### config.mk
export PLATFORM = sky130hd
export DESIGN_NAME = pscc_regs
export DESIGN_NICKNAME = d
export VERILOG_FILES = /design/src/pscc_pkg.sv /design/src/pscc_led_mux.sv /design/src/pscc_regs.sv
export SDC_FILE = /design/constraint.sdc
export NUM_CORES = 1
export LEC_CHECK = 0
export ABC_AREA = 1
export BUFFER_PORTS_ARGS = -buffer_cell sky130_fd_sc_hd__buf_2
export CELL_PAD_IN_SITES_DETAIL_PLACEMENT = 1
export CELL_PAD_IN_SITES_GLOBAL_PLACEMENT = 2
export CORE_ASPECT_RATIO = 1.75
export CORE_UTILIZATION = 23
export CTS_BUF_LIST = sky130_fd_sc_hd__clkbuf_8
export DETAILED_ROUTE_END_ITERATION = 6
export PLACE_DENSITY = 0.95
export SETUP_SLACK_MARGIN = 0.2
export SLEW_MARGIN = 10
export SYNTH_ARGS = -nofsm -noshare
export SYNTH_HDL_FRONTEND = slang
export SYNTH_HIERARCHICAL = 1
export SYNTH_SLANG_ARGS = --single-unit
### constraint.sdc
create_clock -name pclk -period 2.5 [get_ports pclk]
set_input_delay 0.125 -clock pclk [delete_from_list [all_inputs] [get_ports pclk]]
set_output_delay 0.125 -clock pclk [all_outputs]
set_load 0.05 [all_outputs]
### src/pscc_pkg.sv
/*
  Package for the power state and chip control register bank: register byte
  addresses, field positions, reset values and power state codes.
  Assumes a 32-bit APB slave with one register per aligned word.
*/
package pscc_pkg;

  // ************************************************************
  // Register byte addresses
  // ************************************************************
  // Printed offsets 0x00 to 0x10 are not all multiples of four, so they are indices.
  localparam logic [7:0] IDX_CHIP_IDENTITY_AND_RUN  = 8'h00;
  localparam logic [7:0] IDX_GLOBAL_LED_CONTROL     = 8'h0a;
  localparam logic [7:0] IDX_POWER_MANAGEMENT_STATE = 8'h08;
  localparam logic [7:0] IDX_LINK_STATUS            = 8'h10;
  localparam logic [11:0] ADDR_CHIP_IDENTITY_AND_RUN  = {2'b00, IDX_CHIP_IDENTITY_AND_RUN, 2'b00};
  localparam logic [11:0] ADDR_GLOBAL_LED_CONTROL     = {2'b00, IDX_GLOBAL_LED_CONTROL, 2'b00};
  localparam logic [11:0] ADDR_POWER_MANAGEMENT_STATE = {2'b00, IDX_POWER_MANAGEMENT_STATE, 2'b00};
  localparam logic [11:0] ADDR_LINK_STATUS            = {2'b00, IDX_LINK_STATUS, 2'b00};

  // ************************************************************
  // Field positions
  // ************************************************************
  localparam int FAMILY_LSB     = 8;
  localparam int CHIPCODE_LSB   = 4;
  localparam int REVISION_LSB   = 1;
  localparam int START_BIT      = 0;
  localparam int LED_UPPER_BIT  = 15;
  localparam int LED_LOWER_BIT  = 9;
  localparam int SKIP_RESET_BIT = 3;
  localparam int PME_ENABLE_BIT = 8;

  // ************************************************************
  // Reset values
  // ************************************************************
  localparam logic [15:0] GLOBAL_LED_CONTROL_RST = 16'h0835;
  localparam logic [15:0] GLOBAL_LED_WRITE_MASK  = 16'h8200;

  // ************************************************************
  // Power state codes
  // ************************************************************
  typedef enum logic [1:0] {
    PSCC_D0    = 2'b00,
    PSCC_D1    = 2'b01,
    PSCC_D2    = 2'b10,
    PSCC_D3HOT = 2'b11
  } pscc_pstate_t;

endpackage : pscc_pkg

### src/pscc_led_mux.sv
/*
  Port LED selector: maps link status onto four LEDs by the two-bit mode.
  Assumes synchronous status inputs; outputs are registered.
*/
`timescale 1ns/1ps
module pscc_led_mux
  import pscc_pkg::*;
(
  input  wire logic       pclk,        // Clock.
  input  wire logic       presetn,     // Asynchronous reset, active low.
  input  wire logic [1:0] led_mode,    // Upper and lower mode bits.
  input  wire logic       link_up,     // Link is up.
  input  wire logic       activity,    // Traffic seen.
  input  wire logic       full_duplex, // Full duplex link.
  input  wire logic       collision,   // Collision seen.
  input  wire logic       speed_100,   // 100M link.
  output logic      [3:0] port_led     // LED drive, bit n is LED n.
);

  logic [3:0] led_next;

  // Choose what each LED shows for the current mode.
  always_comb begin
    led_next = 4'h0;
    unique case (led_mode)
      2'b00: begin
        led_next = {1'b0, link_up & ~activity | link_up & activity, full_duplex | collision, speed_100};
      end
      2'b01: begin
        led_next = {1'b0, link_up & speed_100, link_up & ~speed_100, full_duplex};
      end
      2'b10: begin
        led_next = {activity, link_up, full_duplex | collision, speed_100};
      end
      2'b11: begin
        led_next = 4'h0;
      end
    endcase
  end

  // Register the LED drive.
  always_ff @(posedge pclk or negedge presetn) begin
    if (!presetn) begin
      port_led <= 4'h0;
    end else begin
      port_led <= led_next;
    end
  end
endmodule : pscc_led_mux

### src/pscc_regs.sv
/*
  Power state and chip control register bank with an APB slave port.
  Assumes a single clock, synchronous inputs and a serial memory loader
  that presents the skip-reset flag with a load strobe.
*/
// Overview of operation
// - Flag clear: software D3hot to D0 pulses an internal reset clearing configuration.
// - Bus reset out of D3hot always leaves device uninitialised; PME enable kept.
// - Skip-reset flag is loaded from serial memory, never written by host.
// - Two-bit power state field, reset zero, written and read back.
// - Identity register shows family, chip and revision codes read only.
// - Bit 0 starts or stops the chip; reset zero.
// - LED mode bits 15 and 9 select what the four LEDs show.
// - Flag set: software D3hot to D0 keeps all configuration.
`timescale 1ns/1ps
module pscc_regs
  import pscc_pkg::*;
#(
  parameter logic [7:0] FAMILY_CODE   = 8'h5a, // Arbitrary value.
  parameter logic [3:0] CHIP_CODE     = 4'h3,  // Arbitrary value.
  parameter logic [2:0] REVISION_CODE = 3'h2   // Arbitrary value.
)(
  input  wire logic        pclk,           // APB clock.
  input  wire logic        presetn,        // APB reset, active low.
  input  wire logic        psel,           // Slave select.
  input  wire logic        penable,        // Access phase.
  input  wire logic        pwrite,         // Write when high.
  input  wire logic [11:0] paddr,          // Byte address.
  input  wire logic [31:0] pwdata,         // Write data.
  input  wire logic [3:0]  pstrb,          // Byte strobes.
  output logic      [31:0] prdata,         // Read data.
  output logic             pready,         // Transfer done.
  output logic             pslverr,        // Unmapped address.
  input  wire logic        bus_reset,      // System or bus segment reset, one-cycle pulse.
  input  wire logic        eeprom_load,    // Serial memory load strobe.
  input  wire logic        eeprom_skip_reset_flag, // Skip-reset bit from serial memory.
  input  wire logic        link_up,        // Link is up.
  input  wire logic        activity,       // Traffic seen.
  input  wire logic        full_duplex,    // Full duplex link.
  input  wire logic        collision,      // Collision seen.
  input  wire logic        speed_100,      // 100M link.
  output logic             chip_run,       // Chip operation enabled.
  output logic      [1:0]  power_state,    // Current power state.
  output logic             soft_reset,     // Internal reset pulse.
  output logic             initialised,    // Device counts as initialised.
  output logic      [3:0]  port_led        // LED drive.
);

  // ************************************************************
  // Registers
  // ************************************************************
  logic         chip_run_reg;
  logic [15:0]  gctl_reg;
  pscc_pstate_t pstate_reg;
  logic         skip_reset_reg;
  logic         pme_enable_reg;
  logic         soft_reset_reg;
  logic         init_reg;
  logic [31:0]  rdata_next;
  logic         mapped;
  logic         wr_acc;
  logic         rd_acc;
  logic         sw_wake;
  logic         wr_pm;
  logic [15:0]  gctl_next;

  // APB: one-cycle access phase, zero wait states.
  assign wr_acc = psel & penable & pwrite;
  assign rd_acc = psel & penable & ~pwrite;
  assign mapped = (paddr == ADDR_CHIP_IDENTITY_AND_RUN) || (paddr == ADDR_GLOBAL_LED_CONTROL)
                || (paddr == ADDR_POWER_MANAGEMENT_STATE) || (paddr == ADDR_LINK_STATUS);
  assign wr_pm   = wr_acc & (paddr == ADDR_POWER_MANAGEMENT_STATE) & pstrb[0];
  assign sw_wake = wr_pm & (pstate_reg == PSCC_D3HOT) & (pwdata[1:0] == PSCC_D0);

  // Only the mode bits change; reserved bits keep their reset value.
  assign gctl_next = (gctl_reg & ~GLOBAL_LED_WRITE_MASK) | ({pwdata[15:8] & {8{pstrb[1]}},
                     pwdata[7:0] & {8{pstrb[0]}}} & GLOBAL_LED_WRITE_MASK);

  // ************************************************************
  // Bus answer
  // ************************************************************
  // Ready in the access cycle, error on an unmapped address.
  always_ff @(posedge pclk or negedge presetn) begin
    if (!presetn) begin
      pready  <= 1'b0;
      pslverr <= 1'b0;
    end else begin
      pready  <= psel & ~penable;
      pslverr <= psel & ~penable & ~mapped;
    end
  end

  // Read data mux, taken in the setup cycle so it stands during access.
  always_comb begin
    rdata_next = 32'h0000_0000;
    unique case (paddr)
      ADDR_CHIP_IDENTITY_AND_RUN: begin
        rdata_next[15:0] = {FAMILY_CODE, CHIP_CODE, REVISION_CODE, chip_run_reg};
      end
      ADDR_GLOBAL_LED_CONTROL: begin
        rdata_next[15:0] = gctl_reg;
      end
      ADDR_POWER_MANAGEMENT_STATE: begin
        rdata_next[PME_ENABLE_BIT] = pme_enable_reg;
        rdata_next[SKIP_RESET_BIT] = skip_reset_reg;
        rdata_next[1:0]            = pstate_reg;
      end
      ADDR_LINK_STATUS: begin
        rdata_next[4:0] = {speed_100, collision, full_duplex, activity, link_up};
      end
      default: begin
        rdata_next = 32'h0000_0000;
      end
    endcase
  end

  // Hold read data registered for the access phase.
  always_ff @(posedge pclk or negedge presetn) begin
    if (!presetn) begin
      prdata <= 32'h0000_0000;
    end else if (psel & ~penable & ~pwrite) begin
      prdata <= rdata_next;
    end
  end

  // ************************************************************
  // Power state and reset policy
  // ************************************************************
  // Power state field; bus reset returns it to D0.
  always_ff @(posedge pclk or negedge presetn) begin
    if (!presetn) begin
      pstate_reg <= PSCC_D0;
    end else if (bus_reset) begin
      pstate_reg <= PSCC_D0;
    end else if (wr_pm) begin
      pstate_reg <= pscc_pstate_t'(pwdata[1:0]);
    end
  end

  // Skip-reset flag comes only from the serial memory loader.
  always_ff @(posedge pclk or negedge presetn) begin
    if (!presetn) begin
      skip_reset_reg <= 1'b0;
    end else if (eeprom_load) begin
      skip_reset_reg <= eeprom_skip_reset_flag;
    end
  end

  // PME enable survives soft and bus resets.
  always_ff @(posedge pclk or negedge presetn) begin
    if (!presetn) begin
      pme_enable_reg <= 1'b0;
    end else if (wr_pm & pstrb[1]) begin
      pme_enable_reg <= pwdata[PME_ENABLE_BIT];
    end
  end

  // Internal reset pulse on software wake with the flag clear.
  always_ff @(posedge pclk or negedge presetn) begin
    if (!presetn) begin
      soft_reset_reg <= 1'b0;
    end else begin
      soft_reset_reg <= sw_wake & ~skip_reset_reg;
    end
  end

  // Initialised status: lost by bus reset or soft reset, set by a start write.
  always_ff @(posedge pclk or negedge presetn) begin
    if (!presetn) begin
      init_reg <= 1'b0;
    end else if (bus_reset | soft_reset_reg) begin
      init_reg <= 1'b0;
    end else if (wr_acc & (paddr == ADDR_CHIP_IDENTITY_AND_RUN) & pstrb[0] & pwdata[START_BIT]) begin
      init_reg <= 1'b1;
    end
  end

  // ************************************************************
  // Configuration registers
  // ************************************************************
  // Start bit; cleared by internal or bus reset.
  always_ff @(posedge pclk or negedge presetn) begin
    if (!presetn) begin
      chip_run_reg <= 1'b0;
    end else if (bus_reset | soft_reset_reg) begin
      chip_run_reg <= 1'b0;
    end else if (wr_acc & (paddr == ADDR_CHIP_IDENTITY_AND_RUN) & pstrb[0]) begin
      chip_run_reg <= pwdata[START_BIT];
    end
  end

  // LED mode control; configuration lost on internal or bus reset.
  always_ff @(posedge pclk or negedge presetn) begin
    if (!presetn) begin
      gctl_reg <= GLOBAL_LED_CONTROL_RST;
    end else if (bus_reset | soft_reset_reg) begin
      gctl_reg <= GLOBAL_LED_CONTROL_RST;
    end else if (wr_acc & (paddr == ADDR_GLOBAL_LED_CONTROL)) begin
      gctl_reg <= gctl_next;
    end
  end

  // Outputs from flip-flops.
  assign chip_run    = chip_run_reg;
  assign power_state = pstate_reg;
  assign soft_reset  = soft_reset_reg;
  assign initialised = init_reg;

  // ************************************************************
  // LED selector
  // ************************************************************
  pscc_led_mux u_led (
    .pclk        (pclk),
    .presetn     (presetn),
    .led_mode    ({gctl_reg[LED_UPPER_BIT], gctl_reg[LED_LOWER_BIT]}),
    .link_up     (link_up),
    .activity    (activity),
    .full_duplex (full_duplex),
    .collision   (collision),
    .speed_100   (speed_100),
    .port_led    (port_led)
  );
endmodule : pscc_regs

==> results by group <==
Synth
  – Post-synthesis sequential area ratio: 45.01%
  – Async SR Flop Fraction: 100.0%
  – Ys Warns: 6
  – Synth unique cells: 23
  – Mean Syn Cell Area: 7.713 sq um
  – List of most frequent post-synthesis cells: nand2_1 (50), dfrtp_1 (26), inv_1 (22)
  – Flops & latches, synth: 27
  – Ys flop type: dfrtp_1
  – Top post-synthesis cells by area: dfrtp_1 (43%), nand2_1 (12%), buf_4 (10%), nand3_1 (7.0%), inv_1 (5.5%)
  – Mapped Cells: 195
  – Top cell type's share of synthesized area: 43.26%
  – Cell taking the most area after synthesis: dfrtp_1
  – Mapped cell area: 1504 sq um
  – Top-count cell post-synth: nand2_1
  – Number of synthesized flops with an enable pin: 0

Critical path
  – Crit-path max FO: 12
  – Crit path required time: 2660 ps
  – R2r setup slk: 1420 ps
  – RR Endpoint: gctl_reg[11]
  – Setup crit start kind: input port
  – Critical Path AT: 1300 ps
  – R2R Path Start: soft_reset
  – Reg2reg path depth: 3
  – Worst Setup End Kind: flop
  – Crit Path Category: input port to flop
  – CP Launch Point: psel

Die
  – Die Y: 109.0 microns
  – Die Footprint: 6879 sq um
  – Die Span X: 63.13 microns
  – IO Count: 104
  – Core area: 6276 sq um
  – Initial core utilization: 23.96%
  – Num rows: 38

Global routing
  – Grt ovf: 0
  – Number of global-route vias before repair: 1,491
  – Met1 Usage GRT: 12.61%
  – Met3 usage: 1.674%
  – Largest net degree at the start of global routing: 28
  – Busiest layer in global routing: met2
  – Initial antenna violation count: 0
  – Gr usage total: 12.66%
  – Met2 Use GR: 24.35%
  – Global-route wire length before repair: 6679 microns

Final layout
  – Nets@finish: 313
  – Antenna diodes: 0
  – P&R area growth vs syn: 22.63%
  – Post-route cell area: 1844 sq um
  – Layout cell share with drive strength beyond 1: 30.28%
  – Max FFs per register: 11
  – Fillers: 825

Drt
  – Wirelength per Cell: 12.02 microns
  – Routed WL: 3977 microns
  – Routed Antenna Nets: 0
  – TritonRoute pass-1 iters: 4
  – Iteration-0 DRC Markers: 30
  – Vias: 1,395
  – Residual DRC: 0
  – Avg Vias per Cell: 4.215

Worst hold path
  – Hold Crit Class: input port to flop
  – Hold_sp: bus_reset
  – Worst Hold Path EP: power_state[1]
  – Hold path cells: 2

Timing
  – Final setup vio count: 0
  – Max Clk Rate: 875.3 MHz
  – Worst Skew: 1.137 ps
  – WHS: 29.21 ps
  – Relative slew slack: 58.69%
  – RSZ-0062 raised after global routing: no
  – Worst Tran Pin Value: 619.7 ps
  – Final Cycle Share: 45.70%
  – Setup_tns: 0 ps
  – Count of final hold-check violations: 0
  – Period minus WS final: 1142 ps
  – Slew Limit Fails: 0

Power and ir drop
  – Sw Pwr: 0.2740 mW
  – Clock network power share: 28.2%
  – PD cells: 468.5 nW/um^2
  – Switch share: 31.71%
  – Maximum vdd drop: 0.1684 mV
  – P_leak: 1.108 nW
  – Logic pwr share: 19.9%
  – Flop pwr share: 51.9%
  – Int Pwr: 0.5900 mW

Placed design
  – Hpwl dp: 3280 microns
  – Gpl congestion: 0.7543
  – DP Area: 1789 sq um
  – Port Buffers: 58

Clock network
  – Clock slew at reported path FFs: 90 ps
  – H-tree lvl count: 1
  – Clock Tree Buf Depth: 2
  – TritonCTS Sinks: 27
  – CTS tree: done
  – CTS Buf Count: 3
  – Clock root buffer: clkbuf_8
  – Clock Latency Late Sink: 270 ps

Job
  – # Max-Cap Violations: 0

Status
  – Status: finished, final reports clean
power groups by stage:
stage	sequential [mW]	combinational, mW	clock [mW]
2_1_floorplan	0.481	0.114	0
4_1_cts	0.449	0.174	0.256
3_3_place_gp	0.457	0.170	0
6_report	0.448	0.172	0.244
5_1_grt	0.449	0.186	0.274
3_5_place_dp	0.458	0.172	0
per-stage QoR:
stage / cells / util (%) / total power [mW] / worst slack (ps)
3_3_place_gp: 326 / 28.51 / 0.6269 / 1041
2_1_floorplan: 210 / - / 0.5947 / 1284
5_1_grt: 331 / 29.39 / 0.9093 / 1174
4_1_cts: 331 / 29.39 / 0.8786 / 1315
6_report: 331 / 29.39 / 0.8640 / 1358
3_5_place_dp: 326 / 28.51 / 0.6301 / 1016
critical path: stages:
cell      delay, ps
buf_2           100
inv_1            60
nor2_1           50
nand2_1         310
clkinv_1        350
nand3_1         210
nand3_1          90
cell type report:
cell class,count,area [sq um],share of cell area (%)
clock buffers,3,41.29,2.239
clock inverters,1,3.754,0.2035
inverters,25,93.84,5.088
multi-input cells,136,628.1,34.06
flip-flops and latches,27,676.9,36.70
well taps,80,100.1,5.427
repair buffers,59,300.3,16.28
worst max path at each step:
stage / depth (start not counted) / to / slack, ps
finish: 7 / prdata[9] / 1360
global route: 7 / prdata[9] / 1170
CTS: 7 / prdata[9] / 1310
detailed placement: 7 / prdata[9] / 1020
global placement: 7 / prdata[9] / 1040
floorplan: 3 / gctl_reg[11] / 1280
placed cells by master, fill, tap and decap left out, drive strengths merged, types with 3 or more instances in the layout:
master | Yosys | layout
nand3 | 22 | 22
inv | 24 | 25
dfrtp | 26 | 26
conb | 1 | 16
buf | 21 | 58
nand4 | 4 | 4
clkbuf | 1 | 3
nor2 | 24 | 24
nor3 | 3 | 3
a21oi | 4 | 4
nand2 | 54 | 54
o21ai | 6 | 6
routing by layer:
| metal | wire length (microns) | vias up |
|---|---|---|
| li1 | - | 682 |
| met1 | 1489 | 638 |
| met2 | 2108 | 64 |
| met3 | 231 | 11 |
| met4 | 147 | 0 |
| met5 | 0 | - |
what timing repair did:
| item | in CTS | in global routing |
|---|---|---|
| setup buffers | 0 | 0 |
| endpoints found under the hold margin | 26 | 0 |
| hold buffers | 1 | 0 |
| gates resized for setup | 0 | 0 |
logic make-up (layout without fill, tap and decap cells):
kind of cell | after synthesis | after routing | share of synthesized area [%]
and+or+nand+nor | 108 | 108 | 33.44
buffers and inverters | 47 | 88 | 16.97
DFF | 27 | 27 | 45.01
AOI/OAI and AO/OA | 12 | 12 | 4.327
other | 1 | 16 | 0.2493
Power figures use the tool's default switching activity.
